--- config.mk ---
export PLATFORM = sky130hd
export DESIGN_NAME = irq_sequencer
export DESIGN_NICKNAME = d
export VERILOG_FILES = /design/src/verilog/irq_seq_pkg.sv /design/src/verilog/irq_picker.sv /design/src/verilog/irq_flag_bank.sv /design/src/verilog/irq_sequencer.sv
export SDC_FILE = /design/constraint.sdc
export NUM_CORES = 1
export LEC_CHECK = 0
export ABC_AREA = 1
export BUFFER_PORTS_ARGS = -buffer_cell sky130_fd_sc_hd__buf_4
export CORE_UTILIZATION = 36
export DETAILED_ROUTE_END_ITERATION = 10
export GPL_TIMING_DRIVEN = 0
export PLACE_DENSITY = 0.54
export SETUP_SLACK_MARGIN = 0.15
export SKIP_LAST_GASP = 1
export SLEW_MARGIN = 20
export SYNTH_ARGS = -nofsm -noshare
export SYNTH_HDL_FRONTEND = slang
export SYNTH_SLANG_ARGS = --single-unit
--- constraint.sdc ---
create_clock -name aclk -period 6.4 [get_ports aclk]
set_clock_uncertainty 0.05 [all_clocks]
set_input_delay 1.28 -clock aclk [delete_from_list [all_inputs] [get_ports aclk]]
set_output_delay 1.28 -clock aclk [all_outputs]
set_load 0.03 [all_outputs]
--- src/verilog/irq_seq_pkg.sv ---
package irq_seq_pkg;

  // program counter and vector numbering
  localparam int PC_W      = 13;
  localparam int IDX_W     = 5;
  localparam int VEC_WORDS = 2;

  // register map, byte addresses
  localparam logic [7:0] OFS_CTRL   = 8'h00;
  localparam logic [7:0] OFS_ENABLE = 8'h04;
  localparam logic [7:0] OFS_FLAG   = 8'h08;
  localparam logic [7:0] OFS_LEVEL  = 8'h0C;
  localparam logic [7:0] OFS_STATUS = 8'h10;
  localparam logic [7:0] OFS_SP     = 8'h14;
  localparam logic [7:0] OFS_STATE  = 8'h18;

  // field positions
  localparam int VECTOR_RELOCATE_SELECT_BIT = 0;
  localparam int GIE_BIT   = 7;

  // values after reset
  localparam logic [15:0]     SP_RESET  = 16'h0000;
  localparam logic [PC_W-1:0] VEC_LOW   = 13'h0000;
  localparam logic            GIE_RESET = 1'b0;

  // cycle counts
  localparam int ENTRY_CYCLES  = 4;
  localparam int JUMP_CYCLES   = 3;
  localparam int WAKE_CYCLES   = 4;
  localparam int RETURN_CYCLES = 4;
  localparam int STRAP_SETTLE  = 5;
  localparam logic [2:0] ENTRY_LAST  = 3'(ENTRY_CYCLES - 1);
  localparam logic [2:0] JUMP_LAST   = 3'(JUMP_CYCLES - 1);
  localparam logic [2:0] WAKE_LAST   = 3'(WAKE_CYCLES - 1);
  localparam logic [2:0] RETURN_LAST = 3'(RETURN_CYCLES - 1);
  localparam logic [2:0] STRAP_LAST  = 3'(STRAP_SETTLE - 1);

  // bus responses
  localparam logic [1:0] RESP_OKAY   = 2'h0;
  localparam logic [1:0] RESP_SLVERR = 2'h2;

  typedef enum logic [2:0] {
    ST_RESET,
    ST_IDLE,
    ST_WAKE,
    ST_ENTRY,
    ST_JUMP,
    ST_RETURN
  } seq_state_t;

endpackage

--- src/verilog/irq_picker.sv ---
`timescale 1ns/1ps
module irq_picker #(
  parameter int NUM_SRC = 20
) (
  // requests, bit 0 is the lowest vector
  input  wire logic [NUM_SRC-1:0]            req,
  // winner
  output logic                               grant_valid,
  output logic [irq_seq_pkg::IDX_W-1:0]      grant_idx
);

  // downward scan so the lowest index is written last and wins
  always_comb begin
    grant_valid = 1'b0;
    grant_idx   = '0;
    for (int i = NUM_SRC - 1; i >= 0; i--) begin
      if (req[i]) begin
        grant_valid = 1'b1;
        grant_idx   = irq_seq_pkg::IDX_W'(i);
      end
    end
  end

  property p_lowest_wins;
    @(req) grant_valid |-> (req[grant_idx] && ((req & ((1 << grant_idx) - 1)) == '0));
  endproperty
  a_lowest_wins: assert property (p_lowest_wins) else $error("grant not lowest pending");

endmodule

--- src/verilog/irq_flag_bank.sv ---
`timescale 1ns/1ps
module irq_flag_bank #(
  parameter int NUM_SRC = 20
) (
  // clock and reset
  input  wire logic                          aclk,
  input  wire logic                          aresetn,
  // sources and configuration
  input  wire logic [NUM_SRC-1:0]            src_req,
  input  wire logic [NUM_SRC-1:0]            level_mask,
  input  wire logic [NUM_SRC-1:0]            clr_mask,
  // hardware acknowledge
  input  wire logic                          ack_valid,
  input  wire logic [irq_seq_pkg::IDX_W-1:0] ack_idx,
  // state
  output logic [NUM_SRC-1:0]                 pending,
  output logic [NUM_SRC-1:0]                 flags
);

  typedef struct packed {
    logic [NUM_SRC-1:0] flags;
  } bank_t;

  bank_t q;
  bank_t d;
  logic [NUM_SRC-1:0] set_v;
  logic [NUM_SRC-1:0] clr_v;

  for (genvar i = 0; i < NUM_SRC; i++) begin : g_src
    assign set_v[i]   = src_req[i] && !level_mask[i];
    // software write-one and hardware vectoring both clear
    assign clr_v[i]   = clr_mask[i] || (ack_valid && ack_idx == irq_seq_pkg::IDX_W'(i));
    // level sources request only while the condition is present
    assign pending[i] = level_mask[i] ? src_req[i] : q.flags[i];
  end

  always_comb begin
    d = q;
    // set wins over a clear in the same cycle; held while masked
    d.flags = (q.flags & ~clr_v) | set_v;
  end

  always_ff @(posedge aclk) begin
    if (!aresetn) begin
      q <= '0;
    end else begin
      q <= d;
    end
  end

  assign flags = q.flags;

  property p_w1c;
    @(posedge aclk) disable iff (!aresetn)
      (clr_mask[0] && !set_v[0]) |=> !q.flags[0];
  endproperty
  a_w1c: assert property (p_w1c) else $error("write-one did not clear flag");

  property p_held;
    @(posedge aclk) disable iff (!aresetn)
      (q.flags[0] && !clr_v[0]) |=> q.flags[0];
  endproperty
  a_held: assert property (p_held) else $error("latched flag lost");

endmodule

--- src/verilog/irq_sequencer.sv ---
`timescale 1ns/1ps
module irq_sequencer #(
  parameter int                              NUM_SRC    = 20,
  parameter logic [irq_seq_pkg::PC_W-1:0]    BOOT_START = 13'h1C00
) (
  // clock and reset
  input  wire logic                          aclk,
  input  wire logic                          aresetn,
  // axi4-lite slave
  input  wire logic [7:0]                    awaddr,
  input  wire logic                          awvalid,
  output logic                               awready,
  input  wire logic [31:0]                   wdata,
  input  wire logic [3:0]                    wstrb,
  input  wire logic                          wvalid,
  output logic                               wready,
  output logic [1:0]                         bresp,
  output logic                               bvalid,
  input  wire logic                          bready,
  input  wire logic [7:0]                    araddr,
  input  wire logic                          arvalid,
  output logic                               arready,
  output logic [31:0]                        rdata,
  output logic [1:0]                         rresp,
  output logic                               rvalid,
  input  wire logic                          rready,
  // peripheral requests
  input  wire logic [NUM_SRC-1:0]            src_req,
  // pipeline
  input  wire logic                          instr_done,
  input  wire logic                          instr_sei,
  input  wire logic                          instr_cli,
  input  wire logic                          instr_return_from_irq_instr,
  input  wire logic                          core_sleeping,
  input  wire logic [irq_seq_pkg::PC_W-1:0]  next_pc,
  output logic                               cpu_hold,
  output logic                               wake_req,
  output logic                               pc_load,
  output logic [irq_seq_pkg::PC_W-1:0]       pc_load_addr,
  output logic                               irq_ack,
  output logic [irq_seq_pkg::IDX_W-1:0]      irq_ack_vector,
  output logic                               global_irq_enable,
  output logic [15:0]                        stack_pointer,
  // stack memory
  output logic                               stack_we,
  output logic                               stack_re,
  output logic [15:0]                        stack_addr,
  output logic [7:0]                         stack_wdata,
  input  wire logic [7:0]                    stack_rdata,
  // strap pins, high means programmed
  input  wire logic                          app_section_lock_bit,
  input  wire logic                          boot_section_lock_bit,
  input  wire logic                          boot_reset_vector_fuse
);

  localparam int PW = irq_seq_pkg::PC_W;
  localparam int IW = irq_seq_pkg::IDX_W;

  typedef struct packed {
    irq_seq_pkg::seq_state_t st;
    logic [2:0]         cnt;
    logic               gie;
    logic               grace;
    logic               vector_relocate_select;
    logic [NUM_SRC-1:0] en;
    logic [NUM_SRC-1:0] lvl;
    logic [15:0]        sp;
    logic [PW-1:0]      ret_pc;
    logic [PW-1:0]      vec;
    logic [7:0]         hi_byte;
    logic [IW-1:0]      idx;
    logic               pc_load;
    logic [PW-1:0]      pc_addr;
    logic               stk_we;
    logic               stk_re;
    logic [15:0]        stk_addr;
    logic [7:0]         stk_wdata;
    logic               ack;
    logic [2:0]         s0;
    logic [2:0]         s1;
    logic [2:0]         s2;
    logic [2:0]         strap;
    logic               aw_got;
    logic [7:0]         awaddr;
    logic               w_got;
    logic [31:0]        wdata;
    logic [3:0]         wstrb;
    logic               bvalid;
    logic [1:0]         bresp;
    logic               rvalid;
    logic [31:0]        rdata;
    logic [1:0]         rresp;
  } seq_t;

  seq_t q;
  seq_t d;

  logic [NUM_SRC-1:0] pending;
  logic [NUM_SRC-1:0] flags;
  logic [NUM_SRC-1:0] clr_mask;
  logic               grant_valid;
  logic [IW-1:0]      grant_idx;
  logic [IW-1:0]      grant_vec;
  logic [PW-1:0]      vec_base;
  logic               suppress;
  logic               boundary;
  logic               take;
  logic               commit;
  logic [31:0]        wmask;
  logic [31:0]        wmerge_en;
  logic [31:0]        wmerge_lvl;
  logic [31:0]        wmerge_sp;

  irq_flag_bank #(
    .NUM_SRC    (NUM_SRC)
  ) u_flags (
    .aclk       (aclk),
    .aresetn    (aresetn),
    .src_req    (src_req),
    .level_mask (q.lvl),
    .clr_mask   (clr_mask),
    .ack_valid  (q.ack),
    .ack_idx    (IW'(q.idx - 5'h01)),
    .pending    (pending),
    .flags      (flags)
  );

  irq_picker #(
    .NUM_SRC     (NUM_SRC)
  ) u_pick (
    .req         (pending & q.en),
    .grant_valid (grant_valid),
    .grant_idx   (grant_idx)
  );

  // vector 0 is reset, sources follow
  assign grant_vec = IW'(grant_idx + 5'h01);
  assign vec_base  = q.vector_relocate_select ? BOOT_START : irq_seq_pkg::VEC_LOW;
  // lock blocks interrupts that would cross into the other section
  assign suppress  = (q.strap[0] && next_pc < BOOT_START && q.vector_relocate_select) ||
                     (q.strap[1] && next_pc >= BOOT_START && !q.vector_relocate_select);
  // only at an instruction boundary, or as a wake from sleep
  assign boundary  = (instr_done && !instr_sei) || (core_sleeping && !q.grace);
  // cli in the same cycle kills the take
  assign take      = q.st == irq_seq_pkg::ST_IDLE && grant_valid && q.gie && !instr_cli &&
                     !suppress && boundary && !instr_return_from_irq_instr;

  assign commit     = q.aw_got && q.w_got && !q.bvalid;
  assign wmask      = {{8{q.wstrb[3]}}, {8{q.wstrb[2]}}, {8{q.wstrb[1]}}, {8{q.wstrb[0]}}};
  assign wmerge_en  = (32'(q.en) & ~wmask) | (q.wdata & wmask);
  assign wmerge_lvl = (32'(q.lvl) & ~wmask) | (q.wdata & wmask);
  assign wmerge_sp  = ({16'h0000, q.sp} & ~wmask) | (q.wdata & wmask);
  assign clr_mask   = (commit && q.awaddr == irq_seq_pkg::OFS_FLAG) ?
                      NUM_SRC'(q.wdata & wmask) : '0;

  always_comb begin
    logic [15:0] popped;
    popped  = {q.hi_byte, stack_rdata};
    d       = q;
    d.pc_load = 1'b0;
    d.stk_we  = 1'b0;
    d.stk_re  = 1'b0;
    d.ack     = 1'b0;
    // straps: three stages, a change counts once stages two and three agree
    d.s0    = {boot_reset_vector_fuse, boot_section_lock_bit, app_section_lock_bit};
    d.s1    = q.s0;
    d.s2    = q.s1;
    d.strap = (~(q.s1 ^ q.s2) & q.s2) | ((q.s1 ^ q.s2) & q.strap);

    if (awvalid && awready) begin
      d.aw_got = 1'b1;
      d.awaddr = awaddr;
    end
    if (wvalid && wready) begin
      d.w_got = 1'b1;
      d.wdata = wdata;
      d.wstrb = wstrb;
    end
    if (q.bvalid && bready) begin
      d.bvalid = 1'b0;
    end
    if (commit) begin
      d.aw_got = 1'b0;
      d.w_got  = 1'b0;
      d.bvalid = 1'b1;
      d.bresp  = irq_seq_pkg::RESP_OKAY;
      unique case (q.awaddr)
        irq_seq_pkg::OFS_CTRL: begin
          if (q.wstrb[0]) begin
            d.vector_relocate_select = q.wdata[irq_seq_pkg::VECTOR_RELOCATE_SELECT_BIT];
          end
        end
        irq_seq_pkg::OFS_ENABLE: d.en  = wmerge_en[NUM_SRC-1:0];
        irq_seq_pkg::OFS_LEVEL:  d.lvl = wmerge_lvl[NUM_SRC-1:0];
        irq_seq_pkg::OFS_SP:     d.sp  = wmerge_sp[15:0];
        irq_seq_pkg::OFS_STATUS: begin
          if (q.wstrb[0]) begin
            d.gie = q.wdata[irq_seq_pkg::GIE_BIT];
          end
        end
        irq_seq_pkg::OFS_FLAG, irq_seq_pkg::OFS_STATE: begin
        end
        default: d.bresp = irq_seq_pkg::RESP_SLVERR;
      endcase
    end

    if (q.rvalid && rready) begin
      d.rvalid = 1'b0;
    end
    if (arvalid && arready) begin
      d.rvalid = 1'b1;
      d.rresp  = irq_seq_pkg::RESP_OKAY;
      d.rdata  = 32'h0000_0000;
      unique case (araddr)
        irq_seq_pkg::OFS_CTRL:   d.rdata = {31'h0000_0000, q.vector_relocate_select};
        irq_seq_pkg::OFS_ENABLE: d.rdata = 32'(q.en);
        irq_seq_pkg::OFS_FLAG:   d.rdata = 32'(flags);
        irq_seq_pkg::OFS_LEVEL:  d.rdata = 32'(q.lvl);
        irq_seq_pkg::OFS_STATUS: d.rdata = {24'h00_0000, q.gie, 7'h00};
        irq_seq_pkg::OFS_SP:     d.rdata = {16'h0000, q.sp};
        irq_seq_pkg::OFS_STATE:  d.rdata = {16'h0000, q.strap, q.grace, 4'h0, q.idx, q.st};
        default:                 d.rresp = irq_seq_pkg::RESP_SLVERR;
      endcase
    end

    unique case (q.st)
      irq_seq_pkg::ST_RESET: begin
        d.cnt = q.cnt + 3'h1;
        if (q.cnt == irq_seq_pkg::STRAP_LAST) begin
          d.pc_load = 1'b1;
          d.pc_addr = q.strap[2] ? BOOT_START : irq_seq_pkg::VEC_LOW;
          d.st      = irq_seq_pkg::ST_IDLE;
          d.cnt     = 3'h0;
        end
      end
      irq_seq_pkg::ST_IDLE: begin
        // the instruction after sei or return_from_irq_instr completes before a take
        if (instr_done) begin
          d.grace = 1'b0;
        end
        if (instr_cli) begin
          d.gie = 1'b0;
        end
        if (instr_sei) begin
          d.gie   = 1'b1;
          d.grace = 1'b1;
        end
        if (instr_return_from_irq_instr) begin
          d.st  = irq_seq_pkg::ST_RETURN;
          d.cnt = 3'h0;
        end else if (take) begin
          d.gie    = 1'b0;
          d.ack    = 1'b1;
          d.idx    = grant_vec;
          d.vec    = vec_base + PW'(grant_vec) * PW'(irq_seq_pkg::VEC_WORDS);
          d.ret_pc = next_pc;
          d.cnt    = 3'h0;
          d.st     = core_sleeping ? irq_seq_pkg::ST_WAKE : irq_seq_pkg::ST_ENTRY;
        end
      end
      irq_seq_pkg::ST_WAKE: begin
        d.cnt = q.cnt + 3'h1;
        if (q.cnt == irq_seq_pkg::WAKE_LAST) begin
          d.st  = irq_seq_pkg::ST_ENTRY;
          d.cnt = 3'h0;
        end
      end
      irq_seq_pkg::ST_ENTRY: begin
        d.cnt = q.cnt + 3'h1;
        // low byte at sp, high byte below it, sp ends two lower
        if (q.cnt == 3'h0 || q.cnt == 3'h1) begin
          d.stk_we    = 1'b1;
          d.stk_addr  = q.sp;
          d.stk_wdata = (q.cnt == 3'h0) ? q.ret_pc[7:0] : 8'(q.ret_pc[PW-1:8]);
          d.sp        = q.sp - 16'h0001;
        end
        if (q.cnt == irq_seq_pkg::ENTRY_LAST) begin
          d.pc_load = 1'b1;
          d.pc_addr = q.vec;
          d.st      = irq_seq_pkg::ST_JUMP;
          d.cnt     = 3'h0;
        end
      end
      irq_seq_pkg::ST_JUMP: begin
        // no new take while the vector jump is in flight
        d.cnt = q.cnt + 3'h1;
        if (q.cnt == irq_seq_pkg::JUMP_LAST) begin
          d.st  = irq_seq_pkg::ST_IDLE;
          d.cnt = 3'h0;
        end
      end
      irq_seq_pkg::ST_RETURN: begin
        d.cnt = q.cnt + 3'h1;
        if (q.cnt == 3'h0 || q.cnt == 3'h1) begin
          d.stk_re   = 1'b1;
          d.stk_addr = q.sp + ((q.cnt == 3'h0) ? 16'h0001 : 16'h0002);
        end
        if (q.cnt == 3'h2) begin
          d.hi_byte = stack_rdata;
        end
        if (q.cnt == irq_seq_pkg::RETURN_LAST) begin
          d.pc_load = 1'b1;
          d.pc_addr = popped[PW-1:0];
          d.sp      = q.sp + 16'h0002;
          d.gie     = 1'b1;
          d.grace   = 1'b1;
          d.st      = irq_seq_pkg::ST_IDLE;
          d.cnt     = 3'h0;
        end
      end
    endcase
  end

  always_ff @(posedge aclk) begin
    if (!aresetn) begin
      q       <= '0;
      q.st    <= irq_seq_pkg::ST_RESET;
      q.sp    <= irq_seq_pkg::SP_RESET;
      q.gie   <= irq_seq_pkg::GIE_RESET;
      q.bresp <= irq_seq_pkg::RESP_OKAY;
      q.rresp <= irq_seq_pkg::RESP_OKAY;
    end else begin
      q <= d;
    end
  end

  assign awready           = !q.aw_got && !q.bvalid;
  assign wready            = !q.w_got && !q.bvalid;
  assign arready           = !q.rvalid;
  assign bvalid            = q.bvalid;
  assign bresp             = q.bresp;
  assign rvalid            = q.rvalid;
  assign rdata             = q.rdata;
  assign rresp             = q.rresp;
  assign cpu_hold          = q.st != irq_seq_pkg::ST_IDLE && q.st != irq_seq_pkg::ST_JUMP;
  assign wake_req          = q.st == irq_seq_pkg::ST_WAKE;
  assign pc_load           = q.pc_load;
  assign pc_load_addr      = q.pc_addr;
  assign irq_ack           = q.ack;
  assign irq_ack_vector    = q.idx;
  assign global_irq_enable = q.gie;
  assign stack_pointer     = q.sp;
  assign stack_we          = q.stk_we;
  assign stack_re          = q.stk_re;
  assign stack_addr        = q.stk_addr;
  assign stack_wdata       = q.stk_wdata;

  property p_entry_len;
    @(posedge aclk) disable iff (!aresetn)
      (q.ack && q.st == irq_seq_pkg::ST_ENTRY) |-> !q.pc_load [*4] ##1 q.pc_load;
  endproperty
  a_entry_len: assert property (p_entry_len) else $error("entry not four cycles");

  property p_wake_len;
    @(posedge aclk) disable iff (!aresetn)
      (q.ack && q.st == irq_seq_pkg::ST_WAKE) |-> ##8 q.pc_load;
  endproperty
  a_wake_len: assert property (p_wake_len) else $error("wake entry not eight cycles");

  property p_gie_clear;
    @(posedge aclk) disable iff (!aresetn)
      q.ack |-> !q.gie && $past(q.gie);
  endproperty
  a_gie_clear: assert property (p_gie_clear) else $error("enable not cleared on take");

  property p_push_two;
    @(posedge aclk) disable iff (!aresetn)
      (q.ack && q.st == irq_seq_pkg::ST_ENTRY) |-> ##2 (q.sp == $past(q.sp, 2) - 16'h0002);
  endproperty
  a_push_two: assert property (p_push_two) else $error("push did not lower sp by two");

  property p_return_len;
    @(posedge aclk) disable iff (!aresetn)
      $rose(q.st == irq_seq_pkg::ST_RETURN) |->
        ##4 (q.pc_load && q.gie && q.sp == $past(q.sp, 4) + 16'h0002);
  endproperty
  a_return_len: assert property (p_return_len) else $error("return sequence wrong");

  property p_cli_now;
    @(posedge aclk) disable iff (!aresetn)
      (instr_cli && q.st == irq_seq_pkg::ST_IDLE) |=> !q.ack && !q.gie;
  endproperty
  a_cli_now: assert property (p_cli_now) else $error("take after clear-enable");

  property p_sei_grace;
    @(posedge aclk) disable iff (!aresetn)
      (instr_sei && q.st == irq_seq_pkg::ST_IDLE) |=> !q.ack;
  endproperty
  a_sei_grace: assert property (p_sei_grace) else $error("take right after set-enable");

  property p_vector_addr;
    @(posedge aclk) disable iff (!aresetn)
      q.ack |-> q.vec == ($past(vec_base) + PW'(q.idx) * PW'(irq_seq_pkg::VEC_WORDS));
  endproperty
  a_vector_addr: assert property (p_vector_addr) else $error("wrong vector address");

endmodule

==> results.json <==
{
  "max_freq_mhz": 273,
  "finalHoldViolCount": 0,
  "yosysSeqAreaShare": 0.389,
  "stdcell_area_sq_um": 13900,
  "tns_ns": 0,
  "fin_crit_sh": 0.573,
  "synthTopCellsByArea": "dfxtp_1, nand2_1, a21oi_1",
  "p_leak_nw": 6.15,
  "areaGrowthSynthToFinish_pct": 23.7,
  "clockBufferDepth": 3,
  "slew-limit-headroom": 0.262,
  "finalPower_mw": 3.25,
  "overflow": 0,
  "async_reset_ff_frac": 0,
  "cts_resized": 0,
  "setup.worst_path.start_class": "flop",
  "endpoint_kind": "flop",
  "rsz0062_at_grt": "no",
  "antenna_found_initial": 1,
  "grt_max_degree": 13,
  "synth_top_cells_by_count": "nand2_1, dfxtp_1, inv_1, a21oi_1",
  "dp_hpwl_mm": 32.8,
  "clock_latency_ns": 0.54,
  "vias_per_cell": 5.09,
  "crit_path_max_incr_delay_ns": 0.71,
  "die_h_um": 179,
  "worstSetupPathType": "flop to flop",
  "dr.pass1.iters": 5,
  "fin_crit_ns": 3.67,
  "grt_pass1_wl_mm": 62.2,
  "synth_area_sq_um": 11300,
  "synth_most_common_cell": "nand2_1",
  "grt_usage": 0.260,
  "cts_sinks": 219,
  "drt_iter0_drc": 829,
  "synth_top_cell_area_share": 0.389,
  "syn-mean-instance-area_sq_um": 7.02,
  "fp.dieArea_sq_um": 32000,
  "status": "finished, final reports clean",
  "postCtsHoldBufs": 0,
  "setup_viol": 0,
  "start_util": 0.367,
  "critPathArrivalTime_ns": 4.08,
  "gp_congestion": 0.926,
  "fillers": 3245,
  "crit_family": "simple AND/OR/NAND/NOR gates",
  "synth_edf_count": 0,
  "drive_gt1_frac": 0.189,
  "slew_viol_final": 0,
  "critPathSlowestCell": "nor2_1",
  "placed_cell_area_sq_um": 13200,
  "cts_made_buffers": 25,
  "ir_drop_mv": 0.162,
  "htreeDepth": 1,
  "yosys_warnings": 0,
  "cts_tree": "built",
  "ys_seq_elements": 219,
  "cts_setup_buffers": 0,
  "worst-endpoint-required_ns": 6.81,
  "cts_root_buffer": "clkbuf_16",
  "worst_pin_slew_ns": 1.10,
  "synth.distinct_cells": 51,
  "yosys.area.top_type": "dfxtp_1",
  "synthCells": 1606,
  "path_clk_slew_ns": 0.06,
  "diodes": 0,
  "path_max_fanout": 11,
  "port_buffers": 186,
  "fin_nets": 1954,
  "cap_violations": 0,
  "final_antenna_net_count": 0,
  "wl_mm": 42.0,
  "power_density_nw_per_um2": 233,
  "rows": 64,
  "fin_util": 0.454,
  "die_width_um": 179,
  "path_cells": "inv_1, ha_1, inv_1, nor2_1, inv_1, ha_1, a21oi_1, nor2_1, nand2_1, nor2_1, inv_1, nor2_1, inv_1, nor2_2, nand2_1, o21ai_0, a21oi_1, nor2_1",
  "coreArea_sq_um": 30700,
  "pre_cts_ws_ns": 2.52,
  "io_pins": 214,
  "worst_slack_ns": 2.73,
  "synthFlopType": "dfxtp_1",
  "first_global_vias": 10600,
  "post_drt_wl_per_cell_um": 18.7,
  "hold_path_class": "flop to flop",
  "drc": 0,
  "crit_buf_inv": 5,
  "vias": 11400
}
-- cell type report --
| type | count | area (sq um) | share of cell area |
|---|---|---|---|
| Buffer | 152 | 937 | 0.0672 |
| Inverter | 207 | 779 | 0.0559 |
| Tap cell | 396 | 495 | 0.0355 |
| Clock inverter | 8 | 46.3 | 0.00332 |
| Timing Repair Buffer | 186 | 1400 | 0.100 |
| Sequential cell | 219 | 4380 | 0.315 |
| Clock buffer | 35 | 683 | 0.0490 |
| Multi-Input combinational cell | 1041 | 5220 | 0.374 |
-- layer usage --
layer / wire (um) / vias to the layer above / track usage / part of all wire
met5: 0 / - / 0 / 0
met4: 1220 / 0 / 0.0802 / 0.029
met3: 3290 / 74 / 0.0524 / 0.078
met2: 18700 / 424 / 0.417 / 0.44
met1: 18800 / 5265 / 0.349 / 0.45
li1: - / 5667 / - / -
-- report_power, final --
group,internal (mW),total (mW),switching (mW)
logic,0.155,0.464,0.309
registers,1.42,1.46,0.0439
clock network,0.741,1.32,0.583
-- cell usage in the layout (no fill, tap or decap), types with 24 or more instances in the layout --
master / n
buf_4: 280
nand2_1: 256
dfxtp_1: 219
inv_1: 195
a21oi_1: 181
nor2_1: 177
o21ai_0: 177
clkbuf_1: 57
nand3_1: 35
clkbuf_16: 25
o22ai_1: 24
-- stage by stage --
step	hold WS [ns]	std cells
finish	0.365	2244
global route	0.393	2244
CTS	0.367	2244
detailed placement	0.353	2201
global placement	0.344	2201
floorplan	0.340	1619
-- kinds of logic (layout without fill, tap and decap cells) --
| family | after synthesis | in the layout | synth area share |
|---|---|---|---|
| xor+xnor | 17 | 17 | 0.0132 |
| buf+inv | 359 | 588 | 0.152 |
| compound gates | 485 | 485 | 0.244 |
| simple gates | 511 | 511 | 0.185 |
| other cells | 1 | 14 | 0.000333 |
| flops | 219 | 219 | 0.389 |
| fa+ha+maj | 14 | 14 | 0.0162 |
-- final timing paths --
kind	from	end	slack, ns	cells after the start
worst max-delay path	q[235]$_SDFFE_PN0P_	stack_addr[15]$_SDFFE_PN0P_	2.73	18
worst min-delay path	d[91]$_SDFF_PN0_	d[88]$_SDFF_PN0_	0.36	2
worst max register to register	q[235]$_SDFFE_PN0P_	stack_addr[15]$_SDFFE_PN0P_	2.73	18
worst min register to register	d[91]$_SDFF_PN0_	d[88]$_SDFF_PN0_	0.36	2
-- worst min-delay path: cells and delay by family, from the launching register on --
kind,cells,cell delay [ns]
DFF,1,0.30
and+or+nand+nor,1,0.05
buffers and inverters,1,0.04
Note: power is estimated with default switching activity, not from simulation.
